[src/hw/pfic_pkg.sv]
`default_nettype none
// ==========================================
// Constants of the PWM fault and interrupt slice.
package pfic_pkg;
  // ==========================================
  // Register byte addresses.
  localparam logic [31:0] PFIC_FLT_CTRL_ADDR = 32'h001D0038;
  localparam logic [31:0] PFIC_OVF_STAT_ADDR = 32'h001D003C;
  localparam logic [31:0] PFIC_IRQ_ADDR = 32'h001D0040;
  localparam logic [31:0] PFIC_PRESET_ADDR = 32'h001D0044;
  // ==========================================
  // Fault control fields.
  localparam int PFIC_FC_REARM = 31;
  localparam int PFIC_FC_ALL_EN = 30;
  localparam int PFIC_FC_CBC_EN = 29;
  localparam int PFIC_FC_CBC_SRC = 28;
  localparam int PFIC_FC_CBC_LSB = 21;
  localparam int PFIC_RUN_W = 7;
  localparam logic [31:0] PFIC_FC_RST = 32'h0000_0000;
  // ==========================================
  // Overflow and check status fields.
  localparam int PFIC_OV_CHK_B = 7;
  localparam int PFIC_OV_CHK_A = 6;
  localparam int PFIC_OV_PIN_B = 5;
  localparam int PFIC_OV_PIN_A = 4;
  // ==========================================
  // Interrupt register fields.
  localparam int PFIC_IR_DTC = 23;
  localparam int PFIC_IR_MODE = 22;
  localparam int PFIC_IR_FLT_LSB = 18;
  localparam int PFIC_IR_PRD = 17;
  localparam int PFIC_IR_INT = 16;
  localparam int PFIC_IR_RW_LSB = 4;
  localparam int PFIC_RW_CLR = 7;
  localparam int PFIC_RW_MFEN = 6;
  localparam int PFIC_RW_MIEN = 5;
  localparam int PFIC_RW_FLT_LSB = 1;
  localparam int PFIC_RW_PIEN = 0;
  localparam logic [7:0] PFIC_RW_RST = 8'h00;
  localparam logic [3:0] PFIC_SCALE_RST = 4'hF;
  // Last period count for each scale code.
  localparam logic [7:0] PFIC_DIV_LAST [16] = '{
    8'h00, 8'h01, 8'h03, 8'h05, 8'h07, 8'h0F, 8'h1F, 8'h2F,
    8'h3F, 8'h4F, 8'h5F, 8'h7F, 8'h9F, 8'hBF, 8'hDF, 8'hFF};
  // ==========================================
  // Counter preset field.
  localparam int PFIC_PRE_LSB = 4;
  localparam int PFIC_PRE_W = 14;
  // ==========================================
  // Synchroniser lanes of the asynchronous inputs.
  localparam int PFIC_SI_A = 0;
  localparam int PFIC_SI_B = 1;
  localparam int PFIC_SI_AB = 2;
  localparam int PFIC_SI_CRAW = 3;
  localparam int PFIC_SI_CMOD = 4;
  localparam int PFIC_SI_SYNC = 5;
  localparam int PFIC_SI_PINA = 6;
  localparam int PFIC_SI_PINB = 7;
  // ==========================================
  // Whole state of the slice. Fault lanes: 3=A, 2=B, 1=AB, 0=cycle limit.
  typedef struct packed {
    logic [31:0] fc;
    logic [7:0] irw;
    logic [3:0] scale;
    logic [13:0] pre;
    logic [7:0] s1;
    logic [7:0] s2;
    logic sync_p;
    logic [3:0] seen;
    logic [3:0][6:0] cnt;
    logic [3:0] trip;
    logic mode_f;
    logic prd_f;
    logic dtc_f;
    logic [3:0] ovf;
    logic [7:0] pcnt;
    logic irq;
    logic [31:0] rdata;
    logic load;
    logic [13:0] load_val;
    logic en_a;
    logic en_b;
  } pfic_state_t;
endpackage : pfic_pkg
`default_nettype wire

[src/hw/pfic_top.sv]
// Implementation choice: the address-and-strobe port.
`default_nettype none
// Summary of operation
// - Rearm bit falling edge re-enables outputs.
// - Global enable gates all fault detection.
// - Cycle limit enable switches its module.
// - Source select: raw or module output.
// - Cycle limit trips after programmed run.
// - Pair fault trips after programmed run.
// - Second fault trips after programmed run.
// - First fault trips after programmed run.
// - Failed check bits; output needs override.
// - Sticky overflow bits for four events.
// - Read-only flags for tuner, mode, faults.
// - Status bit shows the interrupt output.
// - Clear bit rising edge clears mode flag.
// - Mode flag set only while enabled.
// - Per-flag interrupt enables, off at reset.
// - Period interrupt only while enabled.
// - Scale code selects period interrupt rate.
// - Sync with preset enable loads counter.
module pfic_top
  import pfic_pkg::*;
(
  input wire logic sys_clk_i, // System clock.
  input wire logic rst_n_i, // Synchronous reset, active low.
  input wire logic [31:0] addr_i, // Register byte address.
  input wire logic [31:0] wdata_i, // Write data.
  input wire logic wr_i, // Write strobe.
  input wire logic rd_i, // Read strobe.
  output logic [31:0] rdata_o, // Read data, cycle after read.
  input wire logic first_fault_flag_i, // First fault comparator.
  input wire logic second_fault_flag_i, // Second fault comparator.
  input wire logic pair_fault_flag_i, // Pair fault comparator.
  input wire logic cbc_raw_i, // Raw cycle limit fault.
  input wire logic cbc_mod_i, // Cycle limit module output.
  input wire logic sync_i, // Sync source.
  input wire logic pin_a_i, // PWM A pin level.
  input wire logic pin_b_i, // PWM B pin level.
  input wire logic period_end_i, // End of switching cycle pulse.
  input wire logic chk_a_fail_i, // Output A check failed.
  input wire logic chk_b_fail_i, // Output B check failed.
  input wire logic ovr_a_i, // Override for output A.
  input wire logic ovr_b_i, // Override for output B.
  input wire logic [3:0] ovf_ev_i, // Event overflow pulses.
  input wire logic mode_chg_i, // Mode change pulse.
  input wire logic dtc_off_i, // Dead time tuner off level.
  input wire logic preset_en_i, // Preset enable of control two.
  output logic pwm_a_en_o, // Output A enable.
  output logic pwm_b_en_o, // Output B enable.
  output logic irq_o, // Interrupt output.
  output logic cnt_load_o, // Period counter load pulse.
  output logic [13:0] cnt_load_val_o // Period counter load value.
);

  // ==========================================
  // State and decode.
  pfic_state_t q;
  pfic_state_t d;
  logic wr_fc;
  logic wr_ir;
  logic wr_pre;
  logic rd_ov;
  logic rd_ir;
  logic rearm;
  logic clr_edge;
  logic sync_rise;
  logic cbc_sel;
  logic [3:0] fnow;
  logic [3:0] lane_en;
  logic [3:0] trip_set;
  logic [3:0][6:0] cnt_nxt;
  logic prd_hit;
  logic mode_set;

  // Address decode of the strobes.
  assign wr_fc = wr_i && (addr_i == PFIC_FLT_CTRL_ADDR);
  assign wr_ir = wr_i && (addr_i == PFIC_IRQ_ADDR);
  assign wr_pre = wr_i && (addr_i == PFIC_PRESET_ADDR);
  assign rd_ov = rd_i && (addr_i == PFIC_OVF_STAT_ADDR);
  assign rd_ir = rd_i && (addr_i == PFIC_IRQ_ADDR);

  // Write edges on the rearm and clear bits.
  assign rearm = wr_fc && q.fc[PFIC_FC_REARM] && !wdata_i[PFIC_FC_REARM];
  assign clr_edge = wr_ir && !q.irw[PFIC_RW_CLR]
                    && wdata_i[PFIC_IR_RW_LSB + PFIC_RW_CLR];
  assign sync_rise = q.s2[PFIC_SI_SYNC] && !q.sync_p;
  assign mode_set = mode_chg_i && q.irw[PFIC_RW_MFEN];

  // Cycle limit input source.
  assign cbc_sel = q.fc[PFIC_FC_CBC_SRC] ? q.s2[PFIC_SI_CMOD] : q.s2[PFIC_SI_CRAW];
  assign fnow = {q.s2[PFIC_SI_A], q.s2[PFIC_SI_B], q.s2[PFIC_SI_AB], cbc_sel};

  // Lane enables from the global and cycle limit bits.
  assign lane_en[3] = q.fc[PFIC_FC_ALL_EN];
  assign lane_en[2] = q.fc[PFIC_FC_ALL_EN];
  assign lane_en[1] = q.fc[PFIC_FC_ALL_EN];
  assign lane_en[0] = q.fc[PFIC_FC_ALL_EN] && q.fc[PFIC_FC_CBC_EN];

  // ==========================================
  // Consecutive fault counters, one per lane.
  // A run counts one per switching cycle that saw the fault.
  always_comb begin
    for (int i = 0; i < 4; i++) begin
      cnt_nxt[i] = q.cnt[i];
      trip_set[i] = 1'b0;
      if (!lane_en[i]) begin
        cnt_nxt[i] = 7'h00;
      end else if (period_end_i) begin
        if (q.seen[i] || fnow[i]) begin
          if (q.cnt[i] != 7'h7F) begin
            cnt_nxt[i] = q.cnt[i] + 7'h01;
          end
          // Eight-bit sum, so a saturated run still compares above the field after a rearm.
          trip_set[i] = ({1'b0, q.cnt[i]} + 8'h01)
                        >= {1'b0, q.fc[PFIC_FC_CBC_LSB - PFIC_RUN_W * i +: PFIC_RUN_W]};
        end else begin
          cnt_nxt[i] = 7'h00;
        end
      end
    end
  end

  // Period interrupt divider hit.
  assign prd_hit = period_end_i && (q.pcnt >= PFIC_DIV_LAST[q.scale]);

  // ==========================================
  // Next state.
  always_comb begin
    d = q;
    d.s1 = {pin_b_i, pin_a_i, sync_i, cbc_mod_i, cbc_raw_i, pair_fault_flag_i, second_fault_flag_i, first_fault_flag_i};
    d.s2 = q.s1;
    d.sync_p = q.s2[PFIC_SI_SYNC];
    // Register writes.
    if (wr_fc) begin
      d.fc = wdata_i;
    end
    if (wr_ir) begin
      d.irw = wdata_i[PFIC_IR_RW_LSB +: 8];
      d.scale = wdata_i[3:0];
    end
    if (wr_pre) begin
      d.pre = wdata_i[PFIC_PRE_LSB +: PFIC_PRE_W];
    end
    // Fault runs and latched trips; a new trip wins over rearm.
    d.cnt = cnt_nxt;
    if (period_end_i) begin
      d.seen = 4'h0;
    end else begin
      d.seen = (q.seen | fnow) & lane_en;
    end
    d.trip = (rearm ? 4'h0 : q.trip) | trip_set;
    // Output enables follow the trips and the checks.
    d.en_a = (d.trip == 4'h0) && (!chk_a_fail_i || ovr_a_i);
    d.en_b = (d.trip == 4'h0) && (!chk_b_fail_i || ovr_b_i);
    // Mode change flag; a new event wins over the clear.
    d.mode_f = (clr_edge ? 1'b0 : q.mode_f) | mode_set;
    d.dtc_f = dtc_off_i;
    // Overflow bits stick until read; a new event wins.
    d.ovf = (rd_ov ? 4'h0 : q.ovf) | ovf_ev_i;
    // Period divider and its sticky flag, cleared by reading.
    if (period_end_i) begin
      d.pcnt = prd_hit ? 8'h00 : q.pcnt + 8'h01;
    end
    d.prd_f = (rd_ir ? 1'b0 : q.prd_f) | (prd_hit && q.irw[PFIC_RW_PIEN]);
    // Interrupt is any enabled flag.
    d.irq = (d.mode_f && d.irw[PFIC_RW_MIEN])
            || ((d.trip & d.irw[PFIC_RW_FLT_LSB +: 4]) != 4'h0)
            || d.prd_f;
    // Counter preset on sync.
    d.load = sync_rise && preset_en_i;
    if (sync_rise && preset_en_i) begin
      d.load_val = q.pre;
    end
    // Read data, zero for unmapped addresses.
    d.rdata = 32'h0000_0000;
    if (rd_i) begin
      unique case (addr_i)
        PFIC_FLT_CTRL_ADDR: d.rdata = q.fc;
        PFIC_OVF_STAT_ADDR: begin
          d.rdata[PFIC_OV_CHK_B] = chk_b_fail_i;
          d.rdata[PFIC_OV_CHK_A] = chk_a_fail_i;
          d.rdata[PFIC_OV_PIN_B] = q.s2[PFIC_SI_PINB];
          d.rdata[PFIC_OV_PIN_A] = q.s2[PFIC_SI_PINA];
          d.rdata[3:0] = q.ovf;
        end
        PFIC_IRQ_ADDR: begin
          d.rdata[PFIC_IR_DTC] = q.dtc_f;
          d.rdata[PFIC_IR_MODE] = q.mode_f;
          d.rdata[PFIC_IR_FLT_LSB +: 4] = q.trip;
          d.rdata[PFIC_IR_PRD] = q.prd_f;
          d.rdata[PFIC_IR_INT] = q.irq;
          d.rdata[PFIC_IR_RW_LSB +: 8] = q.irw;
          d.rdata[3:0] = q.scale;
        end
        PFIC_PRESET_ADDR: d.rdata[PFIC_PRE_LSB +: PFIC_PRE_W] = q.pre;
        default: d.rdata = 32'h0000_0000;
      endcase
    end
  end

  // ==========================================
  // State register.
  always_ff @(posedge sys_clk_i) begin
    if (!rst_n_i) begin
      q <= '0;
      q.fc <= PFIC_FC_RST;
      q.irw <= PFIC_RW_RST;
      q.scale <= PFIC_SCALE_RST;
      q.en_a <= 1'b1;
      q.en_b <= 1'b1;
    end else begin
      q <= d;
    end
  end

  // Outputs straight from flip-flops.
  assign rdata_o = q.rdata;
  assign pwm_a_en_o = q.en_a;
  assign pwm_b_en_o = q.en_b;
  assign irq_o = q.irq;
  assign cnt_load_o = q.load;
  assign cnt_load_val_o = q.load_val;
endmodule : pfic_top
`default_nettype wire

[config.mk]
export PLATFORM = sky130hd
export DESIGN_NAME = pfic_top
export DESIGN_NICKNAME = d
export VERILOG_FILES = /design/src/hw/pfic_pkg.sv /design/src/hw/pfic_top.sv
export SDC_FILE = /design/constraint.sdc
export NUM_CORES = 1
export LEC_CHECK = 0
export BUFFER_PORTS_ARGS = -buffer_cell sky130_fd_sc_hd__buf_2
export CAP_MARGIN = 15
export CORE_MARGIN = 1.5
export CORE_UTILIZATION = 55
export DETAILED_ROUTE_END_ITERATION = 12
export PLACE_DENSITY = 0.8
export SLEW_MARGIN = 15
export SYNTH_ARGS = -nofsm -noshare
export SYNTH_HDL_FRONTEND = slang
export SYNTH_SLANG_ARGS = --single-unit
[constraint.sdc]
create_clock -name sys_clk_i -period 6.1 [get_ports sys_clk_i]
set_input_delay 0.915 -clock sys_clk_i [delete_from_list [all_inputs] [get_ports sys_clk_i]]
set_output_delay 0.915 -clock sys_clk_i [all_outputs]
set_load 0.02 [all_outputs]
; After elaboration in Yosys (flattened, before gate mapping)
; Memory sizes are Yosys's and may differ from the RTL's.
; Cells that the tools add are included.
; W data, S select, Z words.
[word_totals]
memories = 1
romBits = 128
inputBits = 88
ff_bits = 176
elab_cells = 140
[classes]
n_reduce_logical = 42
n_bitwise = 9
add_sub_neg = 9
mux = 35
n_eq_ne = 12
order_cmp = 6
[memory_table]
columns = memory, words, word_bits, read_ports, rd_clocked_by_memory_dff, wr, line
row1 = (no name shown), 16, 8, 1, 0, 0, pfic_top.sv:125  ; assign prd_hit = period_end_i && (q.pcnt >= PFIC_DIV_LAST[q.scale]);
[ops]
columns = operator, n
row1 = $eq A32 B21 Y1 const B, 4
row2 = $mux W7, 8
row3 = $add A7 B1 Y8 const B, 4
row4 = $ge A8 B7 Y1, 4
row5 = $add A7 B1 Y7 const B, 4
row6 = $ne A7 B7 Y1 const B, 4
row7 = $mux W8, 3
row8 = $pmux W4 S3, 2
row9 = $logic_and A1 B1 Y1, 18
row10 = $pmux W4 S4, 1
row11 = $mux W1, 15
row12 = $reduce_and A2 Y1, 7
row13 = $or A4 B4 Y4, 3
row14 = $pmux W6 S2, 1
row15 = $mux W10, 1
row16 = $add A8 B1 Y8 const B, 1
row17 = $and A4 B4 Y4, 2
row18 = $ge A8 B8 Y1, 1
row19 = $logic_or A1 B1 Y1, 8
row20 = $mux W4, 2
row21 = $ne A2 B1 Y1 const B, 4
row22 = $pmux W4 S2, 1
row23 = $pmux W2 S3, 1
row24 = $ge A5 B5 Y1 const B, 1
row25 = other kinds (8), 13

; Longest topological paths before layout
[depth]
depth_word = 10
depth_mapped = 12

; Worst setup path after synthesis
; Ideal clock, no wire load.
[synth_timing]
kind = input to register
startpoint = input port addr_i[17]
endpoint = register q (netlist bit irq_o)
setup_ns = 0.125
required_ns = 5.975
cell_stages = 7
path_slack_ns = 3.166
path_buffers = 0
arrival_time_ns = 2.809
path_cell_list = nor4b_1 nand4_1 nor4_4 nand4b_1 a32o_1 nor2b_1 o41a_1
[synth_via]
elab_chain_len = 10
elab_cells_between_ends = 21
[synth_lines]
columns = item, line
row1 = "start, declared", pfic_top.sv:27  ; input wire logic [31:0] addr_i,
row2 = $eq A32 B21 Y1, pfic_top.sv:77  ; assign wr_fc = wr_i && (addr_i == PFIC_FLT_CTRL_ADDR);
row3 = $logic_and A1 B1 Y1, pfic_top.sv:77
row4 = $logic_and A1 B1 Y1 (2 in series), pfic_top.sv:84  ; assign rearm = wr_fc && q.fc[PFIC_FC_REARM] && !wdata_i[PFIC_FC_REARM];
row5 = $mux W4, pfic_top.sv:152  ; d.trip = (rearm ? 4'h0 : q.trip) | trip_set;
row6 = $or A4 B4 Y4, pfic_top.sv:152
row7 = $and A4 B4 Y4, pfic_top.sv:168  ; || ((d.trip & d.irw[PFIC_RW_FLT_LSB +: 4]) != 4'h0)
row8 = $reduce_bool A4 Y1, pfic_top.sv:168
row9 = $logic_or A1 B1 Y1, pfic_top.sv:168
row10 = $logic_or A1 B1 Y1 *, pfic_top.sv:169  ; || d.prd_f;
row11 = "end, declared", pfic_top.sv:58  ; pfic_state_t q;
; Every way passes the cells marked *; elsewhere a longest branch is shown, timed or not.
; A chain may end at the register's enable or synchronous reset.

; Worst setup path in the final report
[layout_timing]
startpoint = input port addr_i[9]
endpoint = register q (netlist bit irq_o)
; Same word-level chain as after synthesis.

==> run summary <==
Area Growth Syn to Fin = 13.0%
Largest net degree at the start of global routing = 79
Register clock-pin slew on the reported worst setup and hold paths = 70 ps
Power Density = 259 nW/µm²
Post-synth EDFFs = 0
Most used DFF post-synth = dfxtp_1
Status = finished, final reports clean
Die Ht = 125 µm
Die area = 15600 µm²
Synth Warn # = 0
DR pass1 iterations = 5
Clk Latency, worst-skew pair = 440 ps
Vias = 6862
All-Layer GR Usage = 0.242
First-pass GRT wire length = 30.7 mm
Static Leakage = 4.00 nW
Initial Utilization = 0.563
Post-synth top area share = 0.432
WL final = 18.8 mm
I/O Buffers = 137
Post-DP HPWL = 13.1 mm
GR Overflow Total = 0
Multi-input gate area = 3990 µm²
DRT iter0 DRCs = 440
Netlist cell types = 53
Crit Path Category = in2reg
Worst relative slew slack = 0.342
Critical path arrival = 3650 ps
Hold WC Path Type = reg2reg
Critical Path End Type = flip-flop
Commonest cells post-synth = dfxtp_1, nand2_1, a21oi_1, nor2_1, buf_4
Post-synthesis cell area = 8150 µm²
DR vias/cell = 5.58
CTS Hold Bufs = 0
Post-route ant nets = 0
Pins over their slew limit = 0
Postcts setup bufs = 0
Share of cells above drive strength 1 = 0.181
Count leader, synth = dfxtp_1
Cells after Synth = 965
Syn Area/Cell = 8.45 µm²
Final #Nets = 1165
RD Place Congestion = 0.852
Asr flop ratio synth = 0
Routed WL per cell = 15.3 µm
Filler instances = 1183
RSZ-0062 raised after global routing = false
Clock root cell = clkbuf_16
Slowest-stage cell, CP = nand2_1
Max Freq = 300 MHz
Final hold slack = 434 ps
Peak VDD IR = 0.192 mV
Cell Chain, Critical Path = buf_2 > nor4_1 > nand4_1 > nor4_4 > buf_4 > nand2_1 > mux2i_1 > o22ai_1 > o41a_1
Worst path buffer plus inverter count = 2
# diodes = 0
CTS tree = yes
Number of global-route vias before repair = 6372
PostCTS Resize Cnt = 0
Post-synthesis sequential area ratio = 0.432
Post-layout min period = 3330 ps
Top delay family on crit path = simple AND/OR/NAND/NOR gates
Clk buf depth = 2
Count of final hold-check violations = 0
Final setup violation count = 0
Die width = 125 µm
CORE AREA = 14500 µm²
Row count = 44
Io pins = 138
Setup TNS = 0 ps
H-Tree Depth = 4
Clock Skews = 9.13 ps
Largest stage delay, worst path = 410 ps
CTS sink cnt = 176
Antenna violations before repair = 0
CTS Buf Count = 17
Worst Path Required = 6420 ps
Max Cap Viol = 0
Worst-path maximum fanout = 33
Post-synth top area cell = dfxtp_1
Startpoint Class = input port
Top post-synthesis cells by area = dfxtp_1, ha_1, a21oi_1, nand2_1, nor2_1
Final Power = 2.39 mW
Post-place setup slack = 2340 ps
Setup WS post-layout = 2770 ps
Tightest Pin Transition = 986 ps
Register Area = 3520 µm²
Synthesized flop and latch total = 176
Fin crit share = 0.546
DRC viols = 0
Post-Syn Nets = 1098
==> logic make-up (layout without fill, tap and decap cells) <==
kind of cell | count (synthesis) | after routing | share of synthesized area
muxes | 21 | 21 | 0.0258
adders and majority gates | 45 | 45 | 0.0691
DFF | 176 | 176 | 0.432
xor gates and xnor gates | 27 | 27 | 0.0290
AOI/OAI and AO/OA | 202 | 202 | 0.148
and+or+nand+nor | 370 | 370 | 0.217
buffers and inverters | 124 | 204 | 0.0791
==> sequential cells by signal (all words and copies together), names as in the netlist <==
register and cells:
irq_o 1, d 9, pwm_b_en_o 1, cnt_load_o 1, rdata_o 32, pwm_a_en_o 1
lane_en 1, fnow 3, cnt_load_val_o 14, q 113
==> layout by cell type, fill, tap and decap left out, types with 5 or more instances in the layout <==
cell type	netlist	final
nand2_1	126	125
o21ai_0	31	31
xor2_1	18	18
inv_8	0	7
xnor2_1	9	9
ha_1	45	45
and3_1	22	22
nand4_1	8	8
nand3_1	34	34
a211oi_1	10	10
or3_1	10	10
a31oi_1	11	11
mux2i_1	21	21
nor3_1	7	7
inv_1	29	29
nor2b_1	9	9
clkbuf_16	0	17
a21oi_1	97	97
a22oi_1	22	22
buf_4	46	5
and2_1	22	22
nor2_1	97	97
or2_2	5	5
nand3b_1	7	7
or3b_2	6	6
dfxtp_1	176	176
buf_2	5	137
==> per-stage QoR <==
stage	instances	area, µm²	utilization
floorplan	965	8150	-
global placement	1197	8580	0.593
detailed placement	1197	8580	0.593
CTS	1229	9210	0.636
global route	1229	9210	0.636
finish	1229	9210	0.636
==> worst paths after layout <==
kind / from / depth (start not counted) / slack, ps / to
hold / removal: d[106] / 1 / 430 / q[106]
setup / recovery: addr_i[9] / 9 / 2770 / irq_o
setup reg to reg: q[76] / 11 / 3050 / irq_o
hold reg to reg: d[106] / 1 / 430 / q[106]
==> where the power goes <==
part / switching [mW] / internal (mW)
clock network: 0.499 / 0.639
registers: 0.00501 / 1.16
logic: 0.0536 / 0.0346
total: 0.558 / 1.83
==> cell type report <==
type,count,area share
clock buffers,18,0.0477
clock inverters,14,0.0201
inverters,30,0.0122
multi-input cells,665,0.434
flip-flops and latches,176,0.383
well taps,184,0.0250
repair buffers,142,0.0785
==> per-layer routing <==
layer,track usage,part of all wire
met1,0.309,0.45
met5,0,0
met3,0.0619,0.061
met2,0.405,0.47
met4,0.0710,0.015
==> worst register-to-register path: cells and delay by family (launching register included) <==
family                     cells  cell delay [ps]
xor gates and xnor gates       1              180
DFF                            1              410
and+or+nand+nor                3              580
AOI/OAI and AO/OA              5             1280
adders and majority gates      2              510
No activity file was read; power rests on OpenSTA's default activity.
